$ cat config.mk
export PLATFORM = sky130hd
export DESIGN_NAME = dtfm_trip_mgr
export DESIGN_NICKNAME = d
export VERILOG_FILES = /design/src/dtfm_pkg.sv /design/src/dtfm_trip_mgr.sv /design/src/dtfm_sync.sv
export SDC_FILE = /design/constraint.sdc
export NUM_CORES = 1
export LEC_CHECK = 0
export ABC_AREA = 1
export BUFFER_PORTS_ARGS = -buffer_cell sky130_fd_sc_hd__buf_2
export CAP_MARGIN = 20
export CORE_UTILIZATION = 54
export DETAILED_ROUTE_END_ITERATION = 8
export GPL_TIMING_DRIVEN = 0
export PLACE_DENSITY = 0.83
export SETUP_SLACK_MARGIN = 0.02
export SLEW_MARGIN = 25
export SYNTH_ARGS = -nofsm -noshare
export SYNTH_HDL_FRONTEND = slang
export SYNTH_SLANG_ARGS = --single-unit
$ cat constraint.sdc
create_clock -name clk -period 2.3 [get_ports clk]
set_clock_uncertainty 0.15 [all_clocks]
set_input_delay 0.46 -clock clk [delete_from_list [all_inputs] [get_ports clk]]
set_output_delay 0.46 -clock clk [all_outputs]
set_load 0.005 [all_outputs]
$ cat src/dtfm_pkg.sv
package dtfm_pkg;

    // fault code values (hexadecimal, as shown on the display)
    localparam logic [7:0] FC_NONE      = 8'h00;
    localparam logic [7:0] FC_BRK_OC    = 8'h01;
    localparam logic [7:0] FC_BRK_OL    = 8'h02;
    localparam logic [7:0] FC_OUT_OC    = 8'h03;
    localparam logic [7:0] FC_MOT_OL    = 8'h04;
    localparam logic [7:0] FC_BUS_OV    = 8'h06;
    localparam logic [7:0] FC_BUS_UV    = 8'h07;
    localparam logic [7:0] FC_HS_OT     = 8'h08;
    localparam logic [7:0] FC_UNDER_T   = 8'h09;
    localparam logic [7:0] FC_EXT_TRIP  = 8'h0b;
    localparam logic [7:0] FC_NET_LOSS  = 8'h0c;
    localparam logic [7:0] FC_RIPPLE    = 8'h0d;
    localparam logic [7:0] FC_PH_LOSS   = 8'h0e;
    localparam logic [7:0] FC_SHORT_OC  = 8'h0f;
    localparam logic [7:0] FC_HS_THERM  = 8'h10;
    localparam logic [7:0] FC_MEM_IO    = 8'h11;
    localparam logic [7:0] FC_SIG_LOSS  = 8'h12;
    localparam logic [7:0] FC_MEM_DSP   = 8'h13;
    localparam logic [7:0] FC_MOT_PTC   = 8'h15;
    localparam logic [7:0] FC_INT_OT    = 8'h17;
    localparam logic [7:0] FC_OUT_FAULT = 8'h1a;
    localparam logic [7:0] FC_TUNE      = 8'h29;
    localparam logic [7:0] FC_MB_LOSS   = 8'h32;
    localparam logic [7:0] FC_CAN_LOSS  = 8'h33;

    // number of fault inputs
    localparam int NFAULT = 23;

    // timing
    localparam longint CLK_HZ        = 64'd125_000_000;
    localparam longint LOCK_BASE_S   = 64'd2;
    localparam longint LOCK_BASE_CYC = LOCK_BASE_S * CLK_HZ;
    localparam logic [2:0] LOCK_STEP_MAX = 3'h5;

    // raw fault condition levels, one bit per condition
    typedef struct packed {
        logic brk_oc;
        logic brk_ol;
        logic out_oc;
        logic mot_ol;
        logic bus_ov;
        logic bus_uv;
        logic hs_ot;
        logic under_t;
        logic ext_trip_open;
        logic net_loss;
        logic ripple;
        logic ph_loss;
        logic short_oc;
        logic hs_therm;
        logic mem_io;
        logic sig_loss;
        logic mem_dsp;
        logic mot_ptc;
        logic int_ot;
        logic out_fault;
        logic tune_bad;
        logic mb_loss;
        logic can_loss;
    } dtfm_fault_t;

    // reset request levels
    typedef struct packed {
        logic enable;
        logic stop_key;
        logic ctrl_reset_bit;
        logic fieldbus_on;
    } dtfm_rst_src_t;

endpackage : dtfm_pkg

$ cat src/dtfm_trip_mgr.sv
`timescale 1ns/1ps
`default_nettype none
module dtfm_trip_mgr #(
    parameter longint LOCK_BASE = dtfm_pkg::LOCK_BASE_CYC
) (
    // clock and power-up reset
    input  wire logic                   clk,
    input  wire logic                   rst_b,
    // fault condition pins
    input  wire dtfm_pkg::dtfm_fault_t  faults,
    // reset request pins
    input  wire dtfm_pkg::dtfm_rst_src_t rst_src,
    // status
    output logic [7:0]                  fault_code,
    output logic                        tripped,
    output logic                        reset_locked,
    output logic                        start_inhibit,
    output logic [2:0]                  lock_count
);

    // synchronised pins
    dtfm_pkg::dtfm_fault_t   flt_s;      // faults after two flops
    dtfm_pkg::dtfm_rst_src_t src_s;      // reset sources after two flops

    dtfm_sync #(.W(dtfm_pkg::NFAULT)) u_sync_flt (
        .clk   (clk),
        .rst_b (rst_b),
        .d     (faults),
        .q     (flt_s)
    );

    dtfm_sync #(.W(4)) u_sync_src (
        .clk   (clk),
        .rst_b (rst_b),
        .d     (rst_src),
        .q     (src_s)
    );

    // priority encode: first listed condition wins a same-cycle tie
    logic [7:0] code_nxt;        // code of highest priority active fault
    logic       lockable_nxt;    // that fault needs a lockout

    always_comb begin
        code_nxt     = dtfm_pkg::FC_NONE;
        lockable_nxt = 1'b0;
        if (flt_s.out_oc) begin
            code_nxt     = dtfm_pkg::FC_OUT_OC;
            lockable_nxt = 1'b1;
        end else if (flt_s.short_oc) begin
            code_nxt     = dtfm_pkg::FC_SHORT_OC;
            lockable_nxt = 1'b1;
        end else if (flt_s.mot_ol) begin
            code_nxt     = dtfm_pkg::FC_MOT_OL;
            lockable_nxt = 1'b1;
        end else if (flt_s.brk_oc) begin
            code_nxt = dtfm_pkg::FC_BRK_OC;
        end else if (flt_s.brk_ol) begin
            code_nxt = dtfm_pkg::FC_BRK_OL;
        end else if (flt_s.bus_ov) begin
            code_nxt = dtfm_pkg::FC_BUS_OV;
        end else if (flt_s.bus_uv) begin
            code_nxt = dtfm_pkg::FC_BUS_UV;
        end else if (flt_s.hs_ot) begin
            code_nxt = dtfm_pkg::FC_HS_OT;
        end else if (flt_s.under_t) begin
            code_nxt = dtfm_pkg::FC_UNDER_T;
        end else if (flt_s.ext_trip_open) begin
            code_nxt = dtfm_pkg::FC_EXT_TRIP;
        end else if (flt_s.net_loss) begin
            code_nxt = dtfm_pkg::FC_NET_LOSS;
        end else if (flt_s.ripple) begin
            code_nxt = dtfm_pkg::FC_RIPPLE;
        end else if (flt_s.ph_loss) begin
            code_nxt = dtfm_pkg::FC_PH_LOSS;
        end else if (flt_s.hs_therm) begin
            code_nxt = dtfm_pkg::FC_HS_THERM;
        end else if (flt_s.mem_io) begin
            code_nxt = dtfm_pkg::FC_MEM_IO;
        end else if (flt_s.sig_loss) begin
            code_nxt = dtfm_pkg::FC_SIG_LOSS;
        end else if (flt_s.mem_dsp) begin
            code_nxt = dtfm_pkg::FC_MEM_DSP;
        end else if (flt_s.mot_ptc) begin
            code_nxt = dtfm_pkg::FC_MOT_PTC;
        end else if (flt_s.int_ot) begin
            code_nxt = dtfm_pkg::FC_INT_OT;
        end else if (flt_s.out_fault) begin
            code_nxt = dtfm_pkg::FC_OUT_FAULT;
        end else if (flt_s.tune_bad) begin
            code_nxt = dtfm_pkg::FC_TUNE;
        end else if (flt_s.mb_loss) begin
            code_nxt = dtfm_pkg::FC_MB_LOSS;
        end else if (flt_s.can_loss) begin
            code_nxt = dtfm_pkg::FC_CAN_LOSS;
        end
    end

    // edge detection on reset sources
    logic enable_d_r;            // previous enable level
    logic ctrl_bit_d_r;          // previous control-word reset bit
    logic stop_d_r;              // previous stop key level

    always_ff @(posedge clk or negedge rst_b) begin
        if (!rst_b) begin
            enable_d_r   <= 1'b0;
            ctrl_bit_d_r <= 1'b0;
            stop_d_r     <= 1'b0;
        end else begin
            enable_d_r   <= src_s.enable;
            ctrl_bit_d_r <= src_s.ctrl_reset_bit;
            stop_d_r     <= src_s.stop_key;
        end
    end

    // enable removed and reapplied shows as a rising edge
    logic en_rise;               // enable reapplied
    logic key_press;             // stop/reset key pressed
    logic bus_rise;              // control word reset bit 0 to 1
    logic reset_req;             // any reset source this cycle

    assign en_rise   = src_s.enable & ~enable_d_r;
    assign key_press = src_s.stop_key & ~stop_d_r;
    // only honoured while the fieldbus is in use
    assign bus_rise  = src_s.fieldbus_on & src_s.ctrl_reset_bit
                     & ~ctrl_bit_d_r;
    assign reset_req = en_rise | key_press | bus_rise;

    // state machine of the manager
    typedef enum logic [1:0] {
        ST_IDLE   = 2'b00,
        ST_LOCKED = 2'b01,
        ST_TRIP   = 2'b10
    } dtfm_state_t;

    dtfm_state_t state_r;        // current state
    logic [7:0]  code_r;         // latched code
    logic [38:0] lock_cnt_r;     // lockout countdown in cycles
    logic [2:0]  step_r;         // lockout trips so far, saturating
    logic [38:0] lock_load;      // delay for the next lockout

    // delay doubles per lockout trip; step 5 and later stay at 64 s
    assign lock_load = 39'(LOCK_BASE) << step_r;

    // code latch and state; reset only clears a trip already latched
    always_ff @(posedge clk or negedge rst_b) begin
        if (!rst_b) begin
            state_r <= ST_IDLE;
            code_r  <= dtfm_pkg::FC_NONE;
        end else begin
            case (state_r)
                ST_IDLE: begin
                    if (code_nxt != dtfm_pkg::FC_NONE) begin
                        code_r  <= code_nxt;
                        state_r <= lockable_nxt ? ST_LOCKED : ST_TRIP;
                    end
                end
                ST_LOCKED: begin
                    // resets ignored until the countdown ends
                    if (lock_cnt_r == 39'h0) begin
                        state_r <= ST_TRIP;
                    end
                end
                ST_TRIP: begin
                    if (reset_req) begin
                        state_r <= ST_IDLE;
                        code_r  <= dtfm_pkg::FC_NONE;
                    end
                end
                default: begin
                    state_r <= ST_IDLE;
                    code_r  <= dtfm_pkg::FC_NONE;
                end
            endcase
        end
    end

    // lockout counter: loaded when a lockable trip latches
    always_ff @(posedge clk or negedge rst_b) begin
        if (!rst_b) begin
            lock_cnt_r <= 39'h0;
        end else if (state_r == ST_IDLE && lockable_nxt) begin
            lock_cnt_r <= lock_load - 39'h1;
        end else if (lock_cnt_r != 39'h0) begin
            lock_cnt_r <= lock_cnt_r - 39'h1;
        end
    end

    // trip count survives fault resets, cleared only at power-up
    always_ff @(posedge clk or negedge rst_b) begin
        if (!rst_b) begin
            step_r <= 3'h0;
        end else if (state_r == ST_IDLE && lockable_nxt &&
                     step_r != dtfm_pkg::LOCK_STEP_MAX) begin
            step_r <= step_r + 3'h1;
        end
    end

    // registered outputs
    always_ff @(posedge clk or negedge rst_b) begin
        if (!rst_b) begin
            fault_code    <= dtfm_pkg::FC_NONE;
            tripped       <= 1'b0;
            reset_locked  <= 1'b0;
            start_inhibit <= 1'b0;
            lock_count    <= 3'h0;
        end else begin
            fault_code    <= code_r;
            tripped       <= (state_r != ST_IDLE);
            reset_locked  <= (state_r == ST_LOCKED);
            // cold drive may not start even after the trip clears
            start_inhibit <= (state_r != ST_IDLE) | flt_s.under_t;
            lock_count    <= step_r;
        end
    end
endmodule : dtfm_trip_mgr
`default_nettype wire

$ cat src/dtfm_sync.sv
`timescale 1ns/1ps
`default_nettype none
// two-flop synchroniser for a bus of pin levels
module dtfm_sync #(
    parameter int W = 1
) (
    // clock and reset
    input  wire logic         clk,
    input  wire logic         rst_b,
    // levels
    input  wire logic [W-1:0] d,
    output logic      [W-1:0] q
);

    logic [W-1:0] meta_r;       // first stage, read only by q

    // plain two-stage capture
    always_ff @(posedge clk or negedge rst_b) begin
        if (!rst_b) begin
            meta_r <= '0;
            q      <= '0;
        end else begin
            meta_r <= d;
            q      <= meta_r;
        end
    end

endmodule : dtfm_sync
`default_nettype wire

==> out/metrics.cfg, run 1 <==
[setup_path]
cp_max_fo=6
setup.worst_path.start_class=flip-flop
crit_path_end=lock_cnt_r[21]
crit_start=state_r[0]
r2r-start=state_r[0]
crit_type=flip-flop to flip-flop
rr_endpoint=lock_cnt_r[21]
cp-end-kind=flip-flop
r2r_setup_slack_ns=-0.53
critPathRequiredTime_ns=2.55
crit_arrival_ns=3.08
rr_worst_depth=16

[placement]
dp.final_hpwl_mm=9.96
gp_congestion=0.961
numPortBuffers=40
dp_slack_ns=-0.716
dpl.cell_count=832

[power_and_ir_drop]
power_switching_mw=5.57
ir_drop_v=0.000921
power_density_nw_per_um2=1490
p_leak_nw=3.95
p_int_mw=6.80
p_seq_share_pct=24.5
switching_share_pct=45.1
pwr-share-clk_pct=21.3
pwr-share-comb_pct=54.2

[status]
violations=DRC, setup timing
status=finished, violations left

[floorplanning]
io_pins=43
row_count=36
die_h_um=104
chipWidth_um=104
die_area_um2=10800
fp.coreArea_um2=9950
start_util_pct=56.6

[timing]
hold_viol=0
finalWorstSetupSlack_ns=-0.530
whs_ns=0.197
setup_viol=46
post-route-period-util_pct=123
rsz0062_at_grt=true
drv_slew=0
fmax_mhz=353
period_minus_slack_ns=2.83

[cells_and_area]
antennaDiodeCount=0
finalNetCount=861
layout_commonest_cell=dfrtp_1
final_cell_mix=dfrtp_1 (117), nand2_1 (116), inv_1 (68)
drive_above_1_share_pct=39.8
layoutNonFillerInstCount=970
utilization_pct=83.5
fillCellCount=409
area_growth_pct=47.5

[cts]
clkSinkCount=119
cts_buffer_depth=2
cts_tree=built
worstSkewPairLatency_ns=0.54
htree_num_levels=4
cts_root_buf=clkbuf_8
clk_pin_slew_ns=0.06
cts_made_buffers=17

[yosys]
synth_top_family_by_area=simple AND/OR/NAND/NOR gates
synth_fa_ha_area_share_pct=1.78
ys_warn_count=0
yosys.area_share.xor_xnor_pct=2.64
netlist_area_um2=5630
ys_ff_latch=119
yosysTopAreaCell=dfrtp_1
synthSimpleGateAreaFrac_pct=26.6
synth_compound_area_share_pct=8.35
syn_avg_cell_area_um2=8.57
synth_enable_flop_cells=0
synthArstFlopShare_pct=100
synth_ff_type=dfrtp_1
synth.mux.area_fraction_pct=0
ys_seq_area_share_pct=52.9
yosys-top-cells-area=dfrtp_1 (53%), nand2_1 (9.9%), nor2_1 (5.9%), inv_1 (5.6%), nand3_1 (2.8%)
netlist-cell-type-count=45
netlist_instances=657
yosysTopAreaCellShare_pct=52.9

[drt]
drc=27
dr.pass1.iters=9
ant_nets=0
totalWireLength_mm=23.3
via_count=6179
post_drt_wl_per_cell_um=24.0
drtIter0Drc=931
avgViaCountPerCell=6.37

[run]
cap_viol_max_count=0

[global_route]
antenna_found_initial=0
grt_pass1_wl_mm=27.1
grt_max_degree=77
track_usage_pct=33.0
grt_pass1_vias=5387
overflow=0

[worst_hold_path]
worst_hold_path_type=flip-flop to flip-flop

## cell type report
class | instances | area (um^2) | share of cell area (%)
plain buffers | 12 | 139 | 1.67
clock buffers | 23 | 477 | 5.74
clock inverters | 9 | 97.6 | 1.17
inverters | 93 | 374 | 4.50
multi-input cells | 434 | 2880 | 34.7
flip-flops and latches | 119 | 2980 | 35.9
well taps | 133 | 166 | 2.00
repair buffers | 147 | 1190 | 14.4
## power groups by stage
stage / sequential [mW] / clock [mW] / combinational [mW]
floorplan: 2.86 / 0 / 2.61
global placement: 2.90 / 0 / 3.34
detailed placement: 2.93 / 0 / 3.45
CTS: 2.93 / 2.55 / 4.66
global route: 3.04 / 2.72 / 6.92
finish: 3.03 / 2.64 / 6.71
## worst min path at each step
stage	start	to	slack, ns	cells after the start
6_report	u_sync_flt.meta_r[12]	u_sync_flt.q[12]	0.20	0
5_1_grt	u_sync_flt.meta_r[16]	u_sync_flt.q[16]	0.21	0
4_1_cts	u_sync_flt.meta_r[13]	u_sync_flt.q[13]	0.20	0
3_5_place_dp	u_sync_flt.meta_r[13]	u_sync_flt.q[13]	0.18	0
3_3_place_gp	u_sync_flt.meta_r[20]	u_sync_flt.q[20]	0.18	0
2_1_floorplan	rst_b	code_r[0]	0.01	0
## per-layer routing
layer  track usage (%)  vias to the layer above  part of all wire [%]  wire, um
met1              40.9                     2888                    33      7720
met3              8.65                      266                    13      3050
li1                  -                     2411                     -         -
met5                 0                        -                     0         0
met4              16.8                        0                   9.4      2190
met2              53.4                      614                    44     10300
## through the flow
stage	area (um^2)	total power [mW]	TNS (ns)
6_report	8310	12.4	-12.92
5_1_grt	8310	12.7	-14.65
3_5_place_dp	6060	6.38	-20.24
2_1_floorplan	5660	5.47	-0.797
4_1_cts	7640	10.1	-1.17
3_3_place_gp	6030	6.24	-100.58
## state kept, by name (all words and copies together) (netlist names), 2 cells and up
register,count
code_r,6
fault_code,6
lock_cnt_r,39
lock_count,3
state_r,2
step_r,3
u_sync_flt.meta_r,23
u_sync_flt.q,23
u_sync_src.meta_r,4
u_sync_src.q,4
## worst max-delay path, cell delays in order, from the launching register on
cell and delay, ns:
dfrtp_1 0.43, inv_2 0.10, nand2_4 0.08, a21oi_4 0.20, buf_6 0.20, buf_6 0.13, o21ai_4 0.10, o21ai_4 0.10
inv_2 0.08, nor2_4 0.14, nand3_4 0.13, inv_4 0.10, nand2_4 0.06, nor2_4 0.19, buf_4 0.16, xor2_1 0.22
nor2_1 0.11
## repair_timing
action | in CTS | in global routing
hold buffers | 28 | 0
gates resized for setup | 120 | 90
pin swaps | 22 | 39
buffers inserted | 40 | 36
gates cloned | 1 | 1
hold endpoints to repair | 70 | 0
endpoints found under the setup margin | 39 | 43
## synth_stat cells (6+ instances only)
library cell	number
ha_1	8
a21oi_1	24
xor2_1	12
nor4_1	9
dfrtp_1	119
o21ai_2	11
nor3_1	9
nor2_2	6
nand2_1	148
nand4_1	11
nor2_1	88
nand3_1	32
o21ai_1	12
inv_2	8
inv_1	84
o21ai_0	21
or2_2	7
## cells by family (layout without fill, tap and decap cells)
| kind of cell | Yosys count | after routing |
|---|---|---|
| other | 1 | 2 |
| AOI/OAI and AO/OA | 78 | 78 |
| adders and majority gates | 8 | 8 |
| xor gates and xnor gates | 17 | 17 |
| and+or+nand+nor | 329 | 329 |
| buffers and inverters | 105 | 284 |
| DFF | 119 | 119 |
No activity file was read; power rests on OpenSTA's default activity.
==> run 2, diff against run 1 <==
==> constraint.sdc (replaced) <==
create_clock -name clk -period 2.3 [get_ports clk]
set_clock_uncertainty 0.15 [all_clocks]
set_input_delay 0.115 -clock clk [delete_from_list [all_inputs] [get_ports clk]]
set_output_delay 0.115 -clock clk [all_outputs]
set_load 0.005 [all_outputs]
==> run 2 against run 1 <==
Against the previous run:
- the flow still finishes with violations (DRC, setup timing)
- largest cell class unchanged
- register-to-register slack about the same
- cell count shrank 0.21%
- core utilization shrank 0.050 points
==> out/metrics.cfg, run 2 (same netlist as run 1, synthesis figures left out) <==
[status]
status=finished, violations left
violations=DRC, setup timing

[timing]
tightest_slew_ns=0.656
slew_headroom_pct=55.9
period_minus_slack_ns=2.83  ; +0.00396 ns
fmax_mhz=353  ; -0.14%
finalWorstSetupSlack_ns=-0.534  ; -0.00396 ns
setup_viol=46  ; unchanged
hold_viol=0  ; unchanged
drv_slew=0  ; unchanged
rsz0062_at_grt=true
post-route-period-util_pct=123  ; +0.17 points
tns_ns=-13.27  ; -0.352 ns

[cells_and_area]
reg_top3=lock_cnt_r x39, u_sync_flt.meta_r x23, u_sync_flt.q x23
drive_above_1_share_pct=40.2  ; +0.45 points
fin_area_um2=8300  ; about the same
final_cell_mix=dfrtp_1 (117), nand2_1 (114), inv_1 (69)
antennaDiodeCount=0  ; unchanged
largest_register_ffs=39  ; unchanged
layoutNonFillerInstCount=968  ; -0.21%
largest-register=lock_cnt_r
area_growth_pct=47.4  ; about the same
layout_commonest_cell=dfrtp_1
finalNetCount=859  ; -0.23%

[cts]
htree_num_levels=4  ; unchanged
cts_buffer_depth=2  ; unchanged
cts_made_buffers=17  ; unchanged
clk_pin_slew_ns=0.06  ; about the same
worstSkewPairLatency_ns=0.54  ; about the same
cts_root_buf=clkbuf_8
clkSinkCount=119  ; unchanged
cts_tree=built

[setup_path]
cp_max_fo=6  ; unchanged
cp-end-kind=flip-flop
setup.worst_path.start_class=flip-flop
critPathRequiredTime_ns=2.56  ; about the same
crit_type=flip-flop to flip-flop
crit_arrival_ns=3.09  ; about the same

[run]
cap_viol_max_count=0  ; unchanged

[global_route]
track_usage_pct=32.9  ; -0.060 points
grt_pass1_wl_mm=27.1  ; -0.15%
antenna_found_initial=0  ; unchanged
grt_pass1_vias=5446  ; +1.1%
grt_max_degree=77  ; unchanged
overflow=0  ; unchanged

[placement]
dp_slack_ns=-0.716  ; unchanged
dpl.cell_count=832  ; unchanged
dp.final_hpwl_mm=9.96  ; unchanged
gp_congestion=0.961  ; unchanged
place_area_um2=6060  ; unchanged
numPortBuffers=40  ; unchanged

[worst_hold_path]
worst_hold_path_type=primary input to flip-flop

[drt]
drc=5  ; -81%
via_count=6186  ; +0.11%
drtIter0Drc=954  ; +2.5%
ant_nets=0  ; unchanged
post_drt_wl_per_cell_um=23.7  ; -1.1%
totalWireLength_mm=23.0  ; -1.3%
avgViaCountPerCell=6.39  ; +0.32%
dr.pass1.iters=9  ; unchanged

[power_and_ir_drop]
p_int_mw=6.71  ; -1.4%
pwr-share-clk_pct=21.4  ; about the same
power_density_nw_per_um2=1470  ; -1.1%
switching_share_pct=45.2  ; +0.12 points
power_switching_mw=5.53  ; -0.88%
ir_drop_v=0.000829  ; -10%
pwr-share-comb_pct=53.8  ; -0.4 points
p_seq_share_pct=24.8  ; +0.3 points
p_leak_nw=3.94  ; -0.36%

[floorplanning]
io_pins=43  ; unchanged
start_util_pct=56.6  ; unchanged
fp.coreArea_um2=9950  ; unchanged
row_count=36  ; unchanged
chipWidth_um=104  ; unchanged
die_h_um=104  ; unchanged
die_area_um2=10800  ; unchanged

-- run 2: cell count changes in the layout (fill, tap and decap cells not counted), moves of 2 or more --
| cell | before | now |
|---|---|---|
| nor2_2 | 20 | 16 |
| o21ai_2 | 15 | 21 |
| nand2_1 | 116 | 114 |
| nand3_1 | 24 | 22 |
| nor2_4 | 20 | 24 |
| o21ai_4 | 11 | 6 |
| buf_4 | 65 | 62 |
| nand3_2 | 2 | 5 |
-- run 2: routing by layer --
layer / track usage, % / wire length (um)
met4: 17.3 / 2000
met3: 8.77 / 3050
met2: 53.6 / 10100
met1: 40.2 / 7780
met5: 0 / 0
-- run 2: stage by stage --
step	power, mW	hold WS, ns	util, %
2_1_floorplan	5.47	-0.331	-
3_3_place_gp	6.24	0.0735	60.6
3_5_place_dp	6.38	-0.0952	60.9
4_1_cts	10.1	0.0627	77.0
5_1_grt	12.6	0.0586	83.4
6_report	12.2	0.0728	83.4
-- run 2: cell type report --
type / instances / area [um^2]
multi-input combinational: 434 / 2890
timing repair buffer: 145 / 1170
inverter: 93 / 377
tap: 133 / 166
clock inverter: 9 / 97.6
fill: 405 / 1650
clock buffer: 23 / 477
buffer: 12 / 139
sequential: 119 / 2980
-- run 2: final timing paths --
path | start | endpoint | slack, ns | cells after the start
min in group asynchronous | rst_b | fault_code[1] | 0.52 | 4
setup / recovery | state_r[1] | lock_cnt_r[21] | -0.53 | 16
hold / removal | faults[9] | u_sync_flt.meta_r[9] | 0.07 | 2
max in group asynchronous | rst_b | lock_cnt_r[35] | 1.12 | 4
hold reg to reg | u_sync_flt.meta_r[9] | u_sync_flt.q[9] | 0.19 | 0
setup reg to reg | state_r[1] | lock_cnt_r[21] | -0.53 | 16
-- run 2: power by group through the flow --
stage	Sequential, mW	Clock, mW	Combinational (mW)
2_1_floorplan	2.86	0	2.61
3_3_place_gp	2.90	0	3.34
3_5_place_dp	2.93	0	3.45
4_1_cts	2.93	2.55	4.67
5_1_grt	3.05	2.71	6.81
6_report	3.03	2.62	6.58
-- run 2: critical path: stages, from the launching register on --
cell,delay (ns)
dfrtp_1,0.42
inv_2,0.10
nand2_4,0.09
a21oi_4,0.20
buf_6,0.20
buf_6,0.12
o21ai_4,0.09
o21ai_4,0.12
inv_2,0.10
nor2_4,0.17
nand3_4,0.15
inv_4,0.16
nand2_4,0.07
nor2_4,0.18
buf_6,0.13
xor2_1,0.16
nor2_1,0.07
-- run 2: what timing repair did --
item / in CTS / in global routing
resized for setup: 120 / 99
endpoints found under the setup margin: 39 / 43
gates cloned: 1 / 1
setup buffers: 40 / 33
endpoints found under the hold margin: 146 / 0
hold buffers: 30 / 0
pin swaps: 22 / 47
==> run 3, diff against run 2 <==
- CORE_ASPECT_RATIO: not set -> 2
==> run 3 against run 2 <==
Against the previous run:
- the flow now stops in 5_1_grt
- synthesized area did not move
- synthesized cell count did not move
==> out/metrics.cfg, run 3 <==
[status]
status=aborted with a tool error
stop_stage=5_1_grt
firstError=[ERROR GRT-0232] Routing congestion too high. Check the congestion heatmap in the GUI.

[yosys]
syn_avg_cell_area_um2=8.57  ; unchanged
ys_warn_count=0  ; unchanged
netlist_area_um2=5630  ; unchanged
ys_top_cells_by_count=nand2_1 (148), dfrtp_1 (119), nor2_1 (88), inv_1 (84), nand3_1 (32)
yosys-top-cells-area=dfrtp_1 (53%), nand2_1 (9.9%), nor2_1 (5.9%), inv_1 (5.6%), nand3_1 (2.8%)
netlist-cell-type-count=45  ; unchanged
ys_ff_latch=119  ; unchanged
yosysTopAreaCellShare_pct=52.9  ; unchanged
synthArstFlopShare_pct=100  ; unchanged
yosysTopAreaCell=dfrtp_1
ys_seq_area_share_pct=52.9  ; unchanged
synth_ff_type=dfrtp_1
netlist_instances=657  ; unchanged
synth_enable_flop_cells=0  ; unchanged
yosysMostFrequentCell=nand2_1

[floorplanning]
start_util_pct=55.5  ; -1.1 points
row_count=52  ; +44%
io_pins=43  ; unchanged
die_h_um=146  ; +41%
chipWidth_um=74.2  ; -29%

[placement]
gp_congestion=0.941  ; -2.0%
numPortBuffers=40  ; unchanged
place_area_um2=6070  ; about the same
dpl.cell_count=834  ; +0.24%
dp.final_hpwl_mm=11.1  ; +12%

[cts]
cts_root_buf=clkbuf_16
clkSinkCount=119  ; unchanged
htree_num_levels=4  ; unchanged
cts_buffer_depth=2  ; unchanged
cts_made_buffers=17  ; unchanged

[global_route]
overflow=2
track_usage_pct=63.5
grt_max_degree=69

[timing]
worstEndpointGrtRepair=lock_cnt_r[16]$_DFFE_PN0P_/D
worstEpCategory=sequential cell input

## run 3: cell counts after synthesis
Identical to the previous run, type by type.
## run 3: per-layer routing
layer | track usage (%) | GRT overflow
met1 | 64.1 | 0
met2 | 83.2 | 1
met3 | 43.4 | 0
met4 | 60.2 | 1
met5 | 3.54 | 0
## run 3: timing repair
action                                  in CTS
endpoints found under the setup margin      45
pin swaps                                   27
hold buffers                                28
gates cloned                                 1
gates resized for setup                    113
setup buffers                               37
endpoints found under the hold margin      146
## run 3: metrics by stage
step	util (%)	hold slack [ns]	setup WS, ns
floorplan	-	-0.331	-0.156
global placement	59.4	0.0735	-0.809
detailed placement	59.8	-0.0570	-0.763
CTS	75.5	0.0767	-0.155
## run 3: logic make-up after synthesis
family                   Yosys count  share of synthesized area, %
AND/OR/NAND/NOR                  329                          26.6
buffers and inverters            105                          7.64
other                              1                        0.0666
XOR/XNOR                          17                          2.64
adder cells (fa/ha/maj)            8                          1.78
flip-flops                       119                          52.9
AO/OA/AOI/OAI                     78                          8.35
==> run 4, diff against run 3 <==
- CORE_ASPECT_RATIO: 2 -> not set
- CORE_UTILIZATION: 54 -> 40
- PLACE_DENSITY: 0.83 -> not set
- PLACE_DENSITY_LB_ADDON: not set -> 0.15
- SETUP_SLACK_MARGIN: 0.02 -> not set
- clock period: 2.3 -> 3 ns (I/O delays scaled with it)
==> run 4 against run 3 <==
Against the previous run:
- the flow now finishes without violations
==> out/metrics.cfg, run 4 (same netlist as run 1, synthesis figures left out) <==
[global_route]
grt_most_used_layer=met2
track_usage_pct=20.2
antenna_found_initial=0
grtUsageMet1_pct=28.5
grt.met3_usage_pct=5.90
overflow=0
met2_usage_pct=29.7
grt_max_degree=76
grt_pass1_wl_mm=22.0
grt_pass1_vias=4375

[cts]
worstSkewPairLatency_ns=0.41
cts_tree=built
cts_buffer_depth=2  ; unchanged
clkSinkCount=119  ; unchanged
clk_pin_slew_ns=0.05
cts_root_buf=clkbuf_16
cts_made_buffers=17  ; unchanged
htree_num_levels=4  ; unchanged

[setup_path]
critPathRequiredTime_ns=3.14
crit_arrival_ns=2.96
r2r-start=state_r[1]
setup.worst_path.start_class=flip-flop
r2r_setup_slack_ns=0.18
cp-end-kind=flip-flop
rr_endpoint=lock_cnt_r[36]
crit_type=flip-flop to flip-flop
cp_max_fo=10
rr_worst_depth=18

[power_and_ir_drop]
ir_drop_v=0.000475
p_leak_nw=3.37
p_total_mw=6.96
power_density_nw_per_um2=993

[run]
cap_viol_max_count=0

[cells_and_area]
fillCellCount=1258
multiInputGateArea_um2=2270
largest-register=lock_cnt_r
final_cell_mix=nand2_1 (148), dfrtp_1 (118), nor2_1 (86)
antennaDiodeCount=0
reg_top3=lock_cnt_r x39, u_sync_flt.meta_r x23, u_sync_flt.q x23
layoutNonFillerInstCount=935
drive_above_1_share_pct=18.2
utilization_pct=51.9
area_growth_pct=24.4
area.sequential_um2=2980
layout_commonest_cell=nand2_1
finalNetCount=784
largest_register_ffs=39

[drt]
via_count=4506
drc=0
dr.pass1.iters=5
post_drt_wl_per_cell_um=14.2
ant_nets=0
totalWireLength_mm=13.3
avgViaCountPerCell=4.82
drtIter0Drc=346

[timing]
fmax_mhz=354
whs_ns=0.0800
period_minus_slack_ns=2.82
post-route-period-util_pct=94.2
slew_headroom_pct=58.9
tns_ns=0
drv_slew=0
setup_viol=0
hold_viol=0
tightest_slew_ns=0.611

[floorplanning]
chipWidth_um=121  ; +63%
die_h_um=121  ; -18%
start_util_pct=41.7  ; -14 points
row_count=42  ; -19%
die_area_um2=14600
io_pins=43  ; unchanged
fp.coreArea_um2=13500

[placement]
dpl.cell_count=875  ; +4.9%
numPortBuffers=40  ; unchanged
gp_congestion=0.908  ; -3.5%
dp.final_hpwl_mm=9.56  ; -14%

[status]
status=finished clean

[worst_hold_path]
worst_hold_path_type=primary input to async pin

run 4: layout make-up:
class | count | share of cell area (%)
multi-input cells | 434 | 32.4
flip-flops and latches | 119 | 42.5
clock inverters | 9 | 1.82
plain buffers | 12 | 1.36
well taps | 176 | 3.14
inverters | 93 | 5.02
repair buffers | 70 | 7.45
clock buffers | 22 | 6.34
run 4: how the worst max path moves through the flow:
stage / start / to / slack (ns) / cells past startpoint
after floorplan: state_r[1] / lock_cnt_r[36] / 0.44 / 18
after global placement: state_r[1] / lock_cnt_r[34] / -0.24 / 16
after detailed placement: state_r[1] / lock_cnt_r[34] / -0.24 / 16
after CTS: state_r[1] / lock_cnt_r[36] / 0.07 / 18
after global routing: step_r[0] / lock_cnt_r[37] / -0.002 / 14
final: state_r[1] / lock_cnt_r[36] / 0.18 / 18
run 4: what timing repair did:
action / 4_1_cts / 5_1_grt
setup buffers: 1 / 0
gates resized for setup: 2 / 18
pin swaps: 0 / 1
endpoints found under the hold margin: 146 / 0
hold buffers: 28 / 0
setup endpoints to repair: 8 / 26
run 4: through the flow:
step	worst slack [ns]	cell area (um^2)
after floorplan	0.444	5640
after global routing	-0.00158	7010
after global placement	-0.244	6060
after CTS	0.0677	6960
after detailed placement	-0.242	6090
final	0.175	7010
run 4: power by group:
part / internal [mW] / switching (mW)
combinational: 0.948 / 1.82
sequential: 2.00 / 0.214
clock: 1.29 / 0.682
run 4: critical path, cell delays in order, from the launching register on:
cell	delay, ns
dfrtp_1	0.40
inv_2	0.09
nand2_4	0.09
a21oi_4	0.16
buf_8	0.17
buf_8	0.16
nor2_1	0.06
inv_1	0.05
ha_1	0.20
nand2_1	0.11
inv_2	0.10
nand3_4	0.10
inv_2	0.10
nand2_1	0.09
inv_2	0.09
nand2_1	0.12
nor2_4	0.18
nand3_1	0.12
xnor2_1	0.15
run 4: routing by layer:
metal  routed length, um  part of all wire [%]
met4                 278                   2.1
met3                 805                   6.0
met5                   0                     0
met1                6390                    48
met2                5830                    44
